===== config.mk =====
export PLATFORM = sky130hd
export DESIGN_NAME = spcc_top
export DESIGN_NICKNAME = d
export VERILOG_FILES = /design/src/design/spcc_pkg.sv /design/src/design/spcc_oneshot.sv /design/src/design/spcc_nvstore.sv /design/src/design/spcc_top.sv
export SDC_FILE = /design/constraint.sdc
export NUM_CORES = 1
export LEC_CHECK = 0
export ABC_AREA = 1
export BUFFER_PORTS_ARGS = -buffer_cell sky130_fd_sc_hd__buf_2
export CAP_MARGIN = 30
export CORE_UTILIZATION = 51
export CTS_BUF_LIST = sky130_fd_sc_hd__clkbuf_4 sky130_fd_sc_hd__clkbuf_8
export DETAILED_ROUTE_END_ITERATION = 6
export GPL_TIMING_DRIVEN = 0
export PLACE_DENSITY_LB_ADDON = 0.08
export SYNTH_ARGS = -nofsm -noshare
export SYNTH_HDL_FRONTEND = slang
export SYNTH_HIERARCHICAL = 1
export SYNTH_SLANG_ARGS = --single-unit

===== constraint.sdc =====
create_clock -name clk -period 9.7 [get_ports clk]
set_clock_uncertainty 0.15 [all_clocks]
set_input_delay 0 -clock clk [delete_from_list [all_inputs] [get_ports clk]]
set_output_delay 0 -clock clk [all_outputs]
set_load 0.05 [all_outputs]

===== src/design/spcc_pkg.sv =====
package spcc_pkg;

  // Pin function codes stored in the nonvolatile image
  localparam logic [3:0] FN_TX_LED    = 4'h0;
  localparam logic [3:0] FN_RX_LED    = 4'h1;
  localparam logic [3:0] FN_ANY_LED   = 4'h2;
  localparam logic [3:0] FN_PWR_EN    = 4'h3;
  localparam logic [3:0] FN_SUSPEND   = 4'h4;

  localparam int NUM_PINS  = 5;
  localparam int NUM_UART  = 8;
  localparam int NV_WORDS  = 8;
  localparam int NV_AW     = 3;

  // Word addresses inside the nonvolatile store
  localparam logic [2:0] NV_ADDR_PIN01   = 3'h0;
  localparam logic [2:0] NV_ADDR_PIN234  = 3'h1;
  localparam logic [2:0] NV_ADDR_OPTIONS = 3'h2;
  localparam logic [2:0] NV_ADDR_USB     = 3'h3;
  localparam logic [2:0] NV_ADDR_LAST    = 3'h3;

  // Option word field positions
  localparam int OPT_INV_LSB     = 0;
  localparam int OPT_PULLDN_BIT  = 8;
  localparam int OPT_WAKE_BIT    = 9;

  // UART line order within the inversion mask
  localparam int UL_TXD = 0;
  localparam int UL_RXD = 1;
  localparam int UL_RTS = 2;
  localparam int UL_CTS = 3;
  localparam int UL_DTR = 4;
  localparam int UL_DSR = 5;
  localparam int UL_DCD = 6;
  localparam int UL_RI  = 7;

  // Default contents of the store
  localparam logic [15:0] NV_DEF_PIN01   = 16'h0001;
  localparam logic [15:0] NV_DEF_PIN234  = 16'h0433;
  localparam logic [15:0] NV_DEF_OPTIONS = 16'h0200;
  localparam logic [15:0] NV_DEF_USB     = 16'h0200;
  localparam logic [15:0] USB_VER_20     = 16'h0200;
  localparam logic [15:0] NV_DEF_BLANK   = 16'h0000;

  // One-shot stretch time and its cycle count at 10 MHz
  localparam int CLK_PERIOD_NS    = 100;
  localparam int ONESHOT_US       = 50;
  localparam int ONESHOT_CYCLES   = (ONESHOT_US * 1000) / CLK_PERIOD_NS;
  localparam int OS_W             = 10;
  localparam logic [OS_W-1:0] OS_LOAD = OS_W'(ONESHOT_CYCLES);

  // Resume signalling length
  localparam int RESUME_US        = 10;
  localparam int RESUME_CYCLES    = (RESUME_US * 1000) / CLK_PERIOD_NS;
  localparam logic [OS_W-1:0] RS_LOAD = OS_W'(RESUME_CYCLES);

  typedef struct packed {
    logic [NUM_PINS-1:0][3:0] pin_fn;
    logic [NUM_UART-1:0]      invert;
    logic                     pulldown_en;
    logic                     wake_en;
    logic [15:0]              usb_version;
  } spcc_cfg_t;

  typedef struct packed {
    logic [NUM_PINS-1:0] out;
    logic [NUM_PINS-1:0] oe;
  } spcc_pins_t;

endpackage


===== src/design/spcc_oneshot.sv =====
`timescale 1ns/1ps
module spcc_oneshot (
  input  wire logic clk,
  input  wire logic rst_n,
  input  wire logic trigger,
  output logic      active
);

  logic [spcc_pkg::OS_W-1:0] cnt_r;

  // Retriggered on each activity cycle
  always_ff @(posedge clk or negedge rst_n) begin
    if (!rst_n) begin
      cnt_r <= '0;
    end else if (trigger) begin
      cnt_r <= spcc_pkg::OS_LOAD;
    end else if (cnt_r != '0) begin
      cnt_r <= cnt_r - 1'b1;
    end
  end

  assign active = trigger || (cnt_r != '0);

endmodule // spcc_oneshot


===== src/design/spcc_nvstore.sv =====
`timescale 1ns/1ps
module spcc_nvstore (
  input  wire logic                     clk,
  input  wire logic                     rst_n,
  input  wire logic                     wr_en,
  input  wire logic [spcc_pkg::NV_AW-1:0] wr_addr,
  input  wire logic [15:0]              wr_data,
  input  wire logic [spcc_pkg::NV_AW-1:0] rd_addr,
  output logic [15:0]                   rd_data
);

  logic [15:0] mem_r [spcc_pkg::NV_WORDS];

  // Reset stands in for factory programming
  always_ff @(posedge clk or negedge rst_n) begin
    if (!rst_n) begin
      for (int i = 0; i < spcc_pkg::NV_WORDS; i++) begin
        mem_r[i] <= spcc_pkg::NV_DEF_BLANK;
      end
      mem_r[spcc_pkg::NV_ADDR_PIN01]   <= spcc_pkg::NV_DEF_PIN01;
      mem_r[spcc_pkg::NV_ADDR_PIN234]  <= spcc_pkg::NV_DEF_PIN234;
      mem_r[spcc_pkg::NV_ADDR_OPTIONS] <= spcc_pkg::NV_DEF_OPTIONS;
      mem_r[spcc_pkg::NV_ADDR_USB]     <= spcc_pkg::NV_DEF_USB;
    end else if (wr_en) begin
      mem_r[wr_addr] <= wr_data;
    end
  end

  always_ff @(posedge clk or negedge rst_n) begin
    if (!rst_n) begin
      rd_data <= '0;
    end else begin
      rd_data <= mem_r[rd_addr];
    end
  end

endmodule // spcc_nvstore


===== src/design/spcc_top.sv =====
// Summary of operation
// - After power-on or USB bus reset the block scans its store and loads descriptors and pin options.
// - A power-enable pin drives low after enumeration and high while the link is suspended.
// - A suspend-indicator pin drives low for as long as the link is suspended.
// - During serial transmit or receive the matching activity pin goes from released to driving low.
// - Activity indication is stretched by a one-shot timer so brief transfers stay visible.
// - Each pin offers transmit, receive and combined activity LED choices.
// - With pull-down-on-suspend enabled, UART lines are pulled low while power-enable is high; off by default.
// - With remote wake enabled, ring-indicate low during suspend makes the block signal resume to the host.
// - Each of the eight UART lines has its own polarity inversion option, all off by default.
// - Default functions are receive LED, transmit LED, power-enable twice and suspend indicator.
// - The configured USB version is reported, 2.0 by default, and the link runs only at full speed.
//
// The plain strobed port and the register addresses were left to the implementer.
`timescale 1ns/1ps
module spcc_top (
  input  wire logic        clk,
  input  wire logic        reset_n,
  input  wire logic        usb_reset,
  input  wire logic        usb_configured,
  input  wire logic        usb_suspended,
  input  wire logic        nv_wr_en,
  input  wire logic [2:0]  nv_wr_addr,
  input  wire logic [15:0] nv_wr_data,
  input  wire logic        tx_active,
  input  wire logic        rx_active,
  input  wire logic        core_txd,
  output logic             core_rxd,
  input  wire logic        core_rts_n,
  output logic             core_cts_n,
  input  wire logic        core_dtr_n,
  output logic             core_dsr_n,
  output logic             core_dcd_n,
  output logic             core_ri_n,
  input  wire logic [7:0]  uart_in,
  output logic [7:0]       uart_out,
  output logic [7:0]       uart_oe,
  output logic [4:0]       config_pin_out,
  output logic [4:0]       config_pin_oe,
  output logic             resume_req,
  output logic             cfg_valid,
  output logic [15:0]      usb_version,
  output logic             full_speed_only
);

  typedef enum logic [1:0] {
    ST_IDLE = 2'b00,
    ST_READ = 2'b01,
    ST_DONE = 2'b11
  } spcc_state_t;

  logic                      rst_s1_r;
  logic                      rst_n_r;
  spcc_state_t               state_r;
  logic [2:0]                addr_r;
  logic [2:0]                addr_q_r;
  logic                      data_vld_r;
  logic [15:0]               nv_rd_data;
  spcc_pkg::spcc_cfg_t       cfg_r;
  spcc_pkg::spcc_pins_t      pins_nxt;
  logic                      tx_led_on;
  logic                      rx_led_on;
  logic                      susp_q_r;
  logic [spcc_pkg::OS_W-1:0] resume_cnt_r;
  logic [7:0]                uart_core_out;
  logic [7:0]                uart_dir_out;
  logic [7:0]                uart_in_eff;
  logic                      pwr_high;

  function automatic logic is_led(input logic [3:0] fn);
    is_led = (fn == spcc_pkg::FN_TX_LED) || (fn == spcc_pkg::FN_RX_LED) || (fn == spcc_pkg::FN_ANY_LED);
  endfunction

  // Reset release through two stages
  always_ff @(posedge clk or negedge reset_n) begin
    if (!reset_n) begin
      rst_s1_r <= 1'b0;
      rst_n_r  <= 1'b0;
    end else begin
      rst_s1_r <= 1'b1;
      rst_n_r  <= rst_s1_r;
    end
  end

  spcc_nvstore u_nv (
    .clk     (clk),
    .rst_n   (rst_n_r),
    .wr_en   (nv_wr_en && (state_r == ST_DONE)),
    .wr_addr (nv_wr_addr),
    .wr_data (nv_wr_data),
    .rd_addr (addr_r),
    .rd_data (nv_rd_data)
  );

  // Scan sequencer, rerun on every USB reset
  always_ff @(posedge clk or negedge rst_n_r) begin
    if (!rst_n_r) begin
      state_r    <= ST_IDLE;
      addr_r     <= '0;
      addr_q_r   <= '0;
      data_vld_r <= 1'b0;
    end else if (usb_reset) begin
      state_r    <= ST_IDLE;
      addr_r     <= '0;
      data_vld_r <= 1'b0;
    end else begin
      addr_q_r <= addr_r;
      case (state_r)
        ST_IDLE: begin
          state_r    <= ST_READ;
          addr_r     <= '0;
          data_vld_r <= 1'b0;
        end
        ST_READ: begin
          data_vld_r <= 1'b1;
          if (addr_r == spcc_pkg::NV_ADDR_LAST) begin
            state_r <= ST_DONE;
          end else begin
            addr_r <= addr_r + 3'h1;
          end
        end
        ST_DONE: begin
          data_vld_r <= 1'b0;
        end
        default: begin
          state_r <= ST_IDLE;
        end
      endcase
    end
  end

  // Loaded image; each field keeps its value until the scan reads its word
  always_ff @(posedge clk or negedge rst_n_r) begin
    if (!rst_n_r) begin
      cfg_r.pin_fn      <= {spcc_pkg::FN_SUSPEND, spcc_pkg::FN_PWR_EN, spcc_pkg::FN_PWR_EN,
                            spcc_pkg::FN_TX_LED, spcc_pkg::FN_RX_LED};
      cfg_r.invert      <= '0;
      cfg_r.pulldown_en <= 1'b0;
      cfg_r.wake_en     <= 1'b1;
      cfg_r.usb_version <= spcc_pkg::USB_VER_20;
    end else if (data_vld_r) begin
      case (addr_q_r)
        spcc_pkg::NV_ADDR_PIN01: begin
          cfg_r.pin_fn[0] <= nv_rd_data[3:0];
          cfg_r.pin_fn[1] <= nv_rd_data[7:4];
        end
        spcc_pkg::NV_ADDR_PIN234: begin
          cfg_r.pin_fn[2] <= nv_rd_data[3:0];
          cfg_r.pin_fn[3] <= nv_rd_data[7:4];
          cfg_r.pin_fn[4] <= nv_rd_data[11:8];
        end
        spcc_pkg::NV_ADDR_OPTIONS: begin
          cfg_r.invert      <= nv_rd_data[spcc_pkg::OPT_INV_LSB +: spcc_pkg::NUM_UART];
          cfg_r.pulldown_en <= nv_rd_data[spcc_pkg::OPT_PULLDN_BIT];
          cfg_r.wake_en     <= nv_rd_data[spcc_pkg::OPT_WAKE_BIT];
        end
        spcc_pkg::NV_ADDR_USB: begin
          cfg_r.usb_version <= nv_rd_data;
        end
        default: begin
          cfg_r <= cfg_r;
        end
      endcase
    end
  end

  spcc_oneshot u_tx_os (
    .clk     (clk),
    .rst_n   (rst_n_r),
    .trigger (tx_active),
    .active  (tx_led_on)
  );

  spcc_oneshot u_rx_os (
    .clk     (clk),
    .rst_n   (rst_n_r),
    .trigger (rx_active),
    .active  (rx_led_on)
  );

  // Power stays off until enumeration completes
  assign pwr_high = usb_suspended || !usb_configured;

  // Per-pin function decode
  always_comb begin
    pins_nxt = '0;
    for (int p = 0; p < spcc_pkg::NUM_PINS; p++) begin
      case (cfg_r.pin_fn[p])
        spcc_pkg::FN_TX_LED: begin
          pins_nxt.oe[p] = tx_led_on;
        end
        spcc_pkg::FN_RX_LED: begin
          pins_nxt.oe[p] = rx_led_on;
        end
        spcc_pkg::FN_ANY_LED: begin
          pins_nxt.oe[p] = tx_led_on || rx_led_on;
        end
        spcc_pkg::FN_PWR_EN: begin
          pins_nxt.oe[p]  = 1'b1;
          pins_nxt.out[p] = pwr_high;
        end
        spcc_pkg::FN_SUSPEND: begin
          pins_nxt.oe[p]  = 1'b1;
          pins_nxt.out[p] = !usb_suspended;
        end
        default: begin
          pins_nxt.oe[p] = 1'b0;
        end
      endcase
      if (is_led(cfg_r.pin_fn[p])) begin
        pins_nxt.out[p] = 1'b0;
      end
    end
  end

  always_ff @(posedge clk or negedge rst_n_r) begin
    if (!rst_n_r) begin
      config_pin_out <= '0;
      config_pin_oe  <= '0;
    end else begin
      config_pin_out <= pins_nxt.out;
      config_pin_oe  <= pins_nxt.oe;
    end
  end

  // Line directions: TXD, RTS, DTR are driven by the block
  assign uart_core_out = {1'b0, 1'b0, 1'b0, core_dtr_n, 1'b0, core_rts_n, 1'b0, core_txd};
  assign uart_dir_out  = 8'b0001_0101;
  assign uart_in_eff   = uart_in ^ cfg_r.invert;

  // Pad outputs; pull-down overrides when power is off
  always_ff @(posedge clk or negedge rst_n_r) begin
    if (!rst_n_r) begin
      uart_out <= 8'h15;
      uart_oe  <= 8'h15;
    end else if (cfg_r.pulldown_en && pwr_high) begin
      uart_out <= '0;
      uart_oe  <= 8'hFF;
    end else begin
      uart_out <= (uart_core_out ^ cfg_r.invert) & uart_dir_out;
      uart_oe  <= uart_dir_out;
    end
  end

  always_ff @(posedge clk or negedge rst_n_r) begin
    if (!rst_n_r) begin
      core_rxd   <= 1'b1;
      core_cts_n <= 1'b1;
      core_dsr_n <= 1'b1;
      core_dcd_n <= 1'b1;
      core_ri_n  <= 1'b1;
    end else begin
      core_rxd   <= uart_in_eff[spcc_pkg::UL_RXD];
      core_cts_n <= uart_in_eff[spcc_pkg::UL_CTS];
      core_dsr_n <= uart_in_eff[spcc_pkg::UL_DSR];
      core_dcd_n <= uart_in_eff[spcc_pkg::UL_DCD];
      core_ri_n  <= uart_in_eff[spcc_pkg::UL_RI];
    end
  end

  // Resume pulse of fixed length, started when suspend, wake enable and ring-indicate low first coincide
  always_ff @(posedge clk or negedge rst_n_r) begin
    if (!rst_n_r) begin
      susp_q_r     <= 1'b0;
      resume_cnt_r <= '0;
      resume_req   <= 1'b0;
    end else begin
      susp_q_r <= usb_suspended && cfg_r.wake_en && !uart_in_eff[spcc_pkg::UL_RI];
      if (!susp_q_r && usb_suspended && cfg_r.wake_en && !uart_in_eff[spcc_pkg::UL_RI]) begin
        resume_cnt_r <= spcc_pkg::RS_LOAD;
      end else if (resume_cnt_r != '0) begin
        resume_cnt_r <= resume_cnt_r - 1'b1;
      end
      resume_req <= (resume_cnt_r != '0);
    end
  end

  always_ff @(posedge clk or negedge rst_n_r) begin
    if (!rst_n_r) begin
      cfg_valid       <= 1'b0;
      usb_version     <= spcc_pkg::USB_VER_20;
      full_speed_only <= 1'b1;
    end else begin
      cfg_valid       <= (state_r == ST_DONE);
      usb_version     <= cfg_r.usb_version;
      full_speed_only <= 1'b1;
    end
  end

endmodule // spcc_top


Word level (Yosys, flattened, before mapping)
Cells that the tools add are included.
Cells by class
  reduce and logical (&&, ||, !) cells: 53
  equality and inequality tests: 29
  bitwise logic cells: 4
  muxes and demuxes: 37
  $lt $le $gt $ge: 3
  add/subtract/negate cells: 4
Operator list (number)
  $bwmux 128: 1
  $mux 10: 6
  $bmux 16 s3: 1
  $demux 16 s3: 1
  $mux 16: 3
  $eq 4x2->1 const B: 10
  $reduce_bool 10->1: 3
  $sub 10x1->10 const B: 3
  $eq 4x1->1 const B: 5
  $eq 4x3->1 const B: 5
  $logic_not 4->1: 5
  $pmux 1 s4: 5
  $logic_or 1x1->1: 14
  $pmux 1 s2: 6
  $reduce_and 2->1: 6
  $reduce_or 2->1: 6
  $eq 3x2->1 const B: 3
  $ge 4x4->1 const B: 2
  $logic_and 1x1->1: 8
  $mux 8: 1
  $not 3->4: 2
  $xor 8x8->8: 1
  $mux 1: 6
  $mux 3: 2
  other kinds (17): 25
Word-level totals
  flip-flop bits (word level): 278
  output and inout port bits: 50
  input port bits: 38
  word-level logic and storage cells: 170

Depth between registers and ports, before layout
  word-level depth: 6
  mapped depth: 9
  gate-level depth less buffers: 9

Modules after synthesis
Netlist, hierarchy kept.
Modules (own cells, without submodules)
  spcc_nvstore: area each 6685.2 µm², cells an instance 883, times used 1, seq. area each 3613.5 µm²
  spcc_top: area each 4304.1 µm², cells an instance 428, times used 1, seq. area each 2648.8 µm²
  spcc_oneshot: area each 590.6 µm², cells an instance 82, times used 2, seq. area each 250.2 µm²

Worst setup path after synthesis
No wires, ideal clock.
  kind: reg2reg
  start point: register u_rx_os/cnt_r[0] (netlist bit)
  end point: register config_pin_oe[0]
  setup slack: 8.061 ns
  required time: 9.432 ns
  buffers on the path: 0
  period minus slack after synthesis: 1.639 ns
  cell stages (with the launch flop): 10
  arrival: 1.371 ns
  setup time: 0.118 ns
  path through: dfrtp_1 > inv_1 > ha_1 > nand3_2 > nor2_4 > nand3_2 > inv_1 > o221ai_1 > nand2_1 > nand2_1
RTL lines
  from (decl): RTL line spcc_oneshot.sv:9  | logic [spcc_pkg::OS_W-1:0] cnt_r;
  from (signal assigned): RTL line spcc_oneshot.sv:16  | cnt_r <= spcc_pkg::OS_LOAD;
  from (signal assigned): RTL line spcc_oneshot.sv:18  | cnt_r <= cnt_r - 1'b1;
  to (signal assigned): RTL line spcc_top.sv:222  | config_pin_oe <= pins_nxt.oe;
  to (decl): RTL line spcc_top.sv:39  | output logic [4:0] config_pin_oe,

Worst setup path after layout
  start point: register state_r[1]
  end point: register u_nv/mem_r[9] (netlist bit)
On the way
  word-level cells in the longest chain between the ends: 2
Ends and longest elaborated chain
  from (decl): RTL line spcc_top.sv:54  | spcc_state_t state_r;
  from (signal assigned): RTL line spcc_top.sv:98  | state_r <= ST_IDLE;
  from (signal assigned): RTL line spcc_top.sv:103  | state_r <= ST_IDLE;
  from (signal assigned): RTL line spcc_top.sv:110  | state_r <= ST_READ;
  $eq 2x2->1: RTL line spcc_top.sv:88  | .wr_en (nv_wr_en && (state_r == ST_DONE)),
  $logic_and 1x1->1: RTL line spcc_top.sv:88
  to (signal, indexed assignment): RTL line spcc_nvstore.sv:22  | mem_r[spcc_pkg::NV_ADDR_OPTIONS] <= spcc_pkg::NV_DEF_OPTIONS;
  to (signal, indexed assignment): RTL line spcc_nvstore.sv:23  | mem_r[spcc_pkg::NV_ADDR_USB] <= spcc_pkg::NV_DEF_USB;
  to (signal, indexed assignment): RTL line spcc_nvstore.sv:25  | mem_r[wr_addr] <= wr_data;
  to (decl): RTL line spcc_nvstore.sv:12  | logic [15:0] mem_r [spcc_pkg::NV_WORDS];
Every way passes these cells.
A chain may end at the register's enable or synchronous reset.

==> flow_summary.rst <==
.. list-table::
   :header-rows: 1

   * - Metric
     - Value
   * - Number of warnings issued by yosys
     - 6
   * - Biggest area consumer among synthesized cells
     - dfrtp_1
   * - Count of buffers inserted at the top-level ports
     - 75
   * - Number of rows created at floorplan
     - 56
   * - Die Footprint
     - 24490 µm²
   * - Total wirelength of the detailed-routed design
     - 29560 µm
   * - Capturing element type of the critical path
     - flop
   * - Arr. time, crit path
     - 3340 ps
   * - Clock Latency Late Sink
     - between 500 and 600 ps
   * - Clock slew seen by the registers of the worst setup and hold paths
     - 60 ps
   * - Start-to-end type of the worst setup path
     - reg -> reg
   * - Clk network pwr share
     - 0.287
   * - Share of async-settable or async-resettable flops after synthesis
     - 1.000
   * - Power spent charging and discharging nets
     - 1265 µW
   * - Pin count of the biggest net entering global routing
     - 66
   * - Unique cell type count in the Yosys netlist
     - 37
   * - Final instance area
     - 14790 µm²
   * - Die extent in y
     - 156.5 µm
   * - GRT Util Overall
     - 0.2591
   * - Net count, final
     - between 1500 and 2000
   * - Type of element launching the critical path
     - flop
   * - Horizontal die dimension
     - 156.5 µm
   * - Effective utilization at floorplan
     - 0.5185
   * - Max-slew violation total from the final report
     - 0
   * - Mean instance size in the synthesized netlist
     - 8.251 µm²
   * - Sequential Power Share
     - 0.423
   * - Fraction of power consumed by combinational cells
     - 0.291
   * - Clock sinks
     - 269
   * - Filler cell count in the final layout
     - 2098
   * - Number of instances in the placed design
     - around 1900
   * - Total number of H-tree levels
     - 2
   * - Max incr delay on CP
     - 590 ps
   * - Post-cts gate resize count
     - 0
   * - Worst path most repeated cell
     - nand2_1
   * - Top fanout value on the critical path
     - 10
   * - Synth Flop Type
     - dfrtp_1
   * - Number of synthesized flops with an enable pin
     - 0
   * - Global-route wire length before repair
     - 49490 µm
   * - Shortest clock period the worst path allows after layout
     - 3013 ps
   * - Number of global-route vias before repair
     - between 9000 and 10000
   * - Required arrival time at the worst endpoint
     - about 10000 ps
   * - Cell internal pwr
     - 2367 µW
   * - Worst Path Buf+Inv
     - 4
   * - Share of final-layout standard cells stronger than drive strength 1
     - 0.1684
   * - Layout Area Growth over Synthesis
     - 21.49%
   * - Switching share of power
     - 0.3483
   * - Initial DRC count
     - 568
   * - Least-Margin Pin Slew
     - 663.1 ps
   * - Portion of synthesized cell area occupied by the leading cell type
     - 0.5017
   * - CP Cell Sequence
     - ha_1 > nand2_1 > inv_1 > nand2_1 > nor3_4 > buf_2 > nand2_1 > dlygate4sd3_1 > o21ai_0 > dlygate4sd3_1
   * - Maximum operating frequency
     - 331.9 MHz
   * - Peak VDD IR
     - 120.1 µV
   * - Top library cells by usage in the layout, fill and taps aside
     - nand2_1, dfrtp_1, inv_1
   * - Max-cap violations
     - 0
   * - CP delay by family, top
     - buffers and inverters
   * - Mean routed wirelength per cell
     - 14.53 µm
   * - Via count
     - between 9000 and 10000
   * - TritonCTS Buffers
     - 45
   * - Final hold viol count
     - 0
   * - Hold-fix buffers at CTS
     - 75
   * - Setup-failing EPs final
     - 0
   * - Filler-free cell count of the finished design
     - a little over 2000
   * - Cell count after synthesis
     - 1475
   * - Half-perimeter wire length of the detailed placement result
     - 19850 µm
   * - Post-synth design cell area
     - around 12000 µm²
   * - Placer Congestion
     - 0.8502
   * - Multi-input logic area
     - between 4000 and 5000 µm²
   * - Remaining global-route overflow
     - 0
   * - Worst hold slack across all endpoints
     - 95.54 ps
   * - Unrepaired setup endpoints after global routing
     - false
   * - Cells taking the most area after synthesis
     - dfrtp_1, nand2_1, inv_1, o21ai_0, dfstp_2
   * - CORE AREA
     - around 23000 µm²
   * - Power per cell area
     - about 250 nW/µm²
   * - Number of remaining DRC errors
     - 0
   * - Area after detailed placement
     - 13090 µm²
   * - I/O pin count
     - 88
   * - Mean number of vias per cell
     - 4.895
   * - Area occupied by registers
     - 6766 µm²
   * - Number of setup buffers added after CTS
     - 0
   * - Max Root-Sink Buffers
     - 3
   * - Slowest stage cell, crit path
     - dlygate4sd3_1
   * - Root buffer selected by CTS
     - clkbuf_8
   * - Initial antenna violation count
     - 0
   * - Worst slew margin
     - 0.5579
   * - Pleak
     - 0.007378 µW
   * - FF+latch count, synth
     - ~270
   * - Post-synthesis sequential area ratio
     - 0.5557
   * - Most frequent standard cell in the layout excluding fill and tap cells
     - nand2_1
   * - Run status
     - completed
   * - Antenna-violating nets left
     - 0
   * - Post-route fraction of the period consumed by the critical path
     - 0.3106
   * - Number of antenna diodes
     - 0
   * - Iteration count of the initial detailed-routing pass
     - 5
   * - Classification of the worst-slack hold path
     - in -> reg
   * - TritonCTS clock tree
     - built
metrics by stage:
stage	power, µW	TNS [ps]	utilization	worst slack (ps)
3_5_place_dp	2540	0	0.5576	7575
5_1_grt	3890	0	0.6299	6482
2_1_floorplan	2270	0	-	1542
4_1_cts	3648	0	0.6299	6757
6_report	3632	0	0.6299	6687
3_3_place_gp	2511	-368320	0.5528	-1556
kinds of logic (layout without fill, tap and decap cells):
group	Yosys count	after routing	synth area share
other	2	10	0.0006171
flip-flops	269	269	0.5557
buffers and inverters	302	535	0.1013
adder cells (fa/ha/maj)	8	8	0.008225
AO/OA/AOI/OAI	204	204	0.08656
XOR/XNOR	10	10	0.007813
AND/OR/NAND/NOR	680	680	0.2398
path summary, 6_finish.rpt:
| path | slack, ps | depth (start not counted) | end | from |
|---|---|---|---|---|
| max | 6690 | 10 | u_nv/mem_r[9] | state_r[1] |
| min | 100 | 3 | core_ri_n | uart_in[7] |
| max reg2reg | 6690 | 10 | u_nv/mem_r[9] | state_r[1] |
| min reg2reg | 160 | 0 | u_nv/mem_r[124] | rst_n_r |
| max in group asynchronous | 7810 | 3 | core_cts_n | rst_n_r |
| min in group asynchronous | 150 | 3 | rst_n_r | reset_n |
state kept, by name, summed over array words and instances (netlist names), 2 cells and up:
name            cells
addr_q_r            3
addr_r              3
cfg_r              46
config_pin_oe       5
config_pin_out      5
resume_cnt_r       10
state_r             2
u_nv/mem_r        128
u_nv/rd_data       16
u_rx_os/cnt_r      10
u_tx_os/cnt_r      10
uart_out            3
usb_version        16
cells in the mapped netlist (3+ instances only):
master	instances
a21oi_1	8
buf_2	35
buf_4	13
clkbuf_1	15
clkbuf_2	4
dfrtp_1	244
dfstp_2	25
ha_1	8
inv_1	216
inv_2	17
nand2_1	475
nand2_2	5
nand2_4	3
nand3_1	100
nand3_2	7
nand3b_1	9
nand4_1	8
nor2_1	53
nor2_2	8
nor2_4	5
o21ai_0	136
o21ai_1	46
o221ai_1	5
o22ai_1	7
or2_2	3
xnor2_1	4
xor2_1	5
metal layers:
metal	part of all wire	GRT usage
met2	0.47	0.4375
met5	0	0
met4	0.035	0.1088
met1	0.44	0.3347
met3	0.050	0.03683
power groups by stage:
stage | Combinational (µW) | Clock, µW | Sequential [µW]
2_1_floorplan | 655 | 0 | 1620
4_1_cts | 1050 | 1060 | 1530
3_3_place_gp | 947 | 0 | 1560
5_1_grt | 1210 | 1110 | 1570
6_report | 1060 | 1040 | 1530
3_5_place_dp | 989 | 0 | 1550
worst reg2reg max path, delay by kind of cell (launching register included):
family          cells  cell delay (ps)
compound gates      1               80
fa+ha+maj           1              210
flops               1              380
buf+inv             4             1560
simple gates        4              570
area by class of cell:
class | count | area share
multi-input cells | 912 | 0.2844
inverters | 234 | 0.05949
plain buffers | 68 | 0.02386
clock buffers | 74 | 0.06042
clock inverters | 5 | 0.003554
repair buffers | 154 | 0.08361
well taps | 319 | 0.02700
flip-flops and latches | 269 | 0.4576
Note: power is estimated with default switching activity, not from simulation.
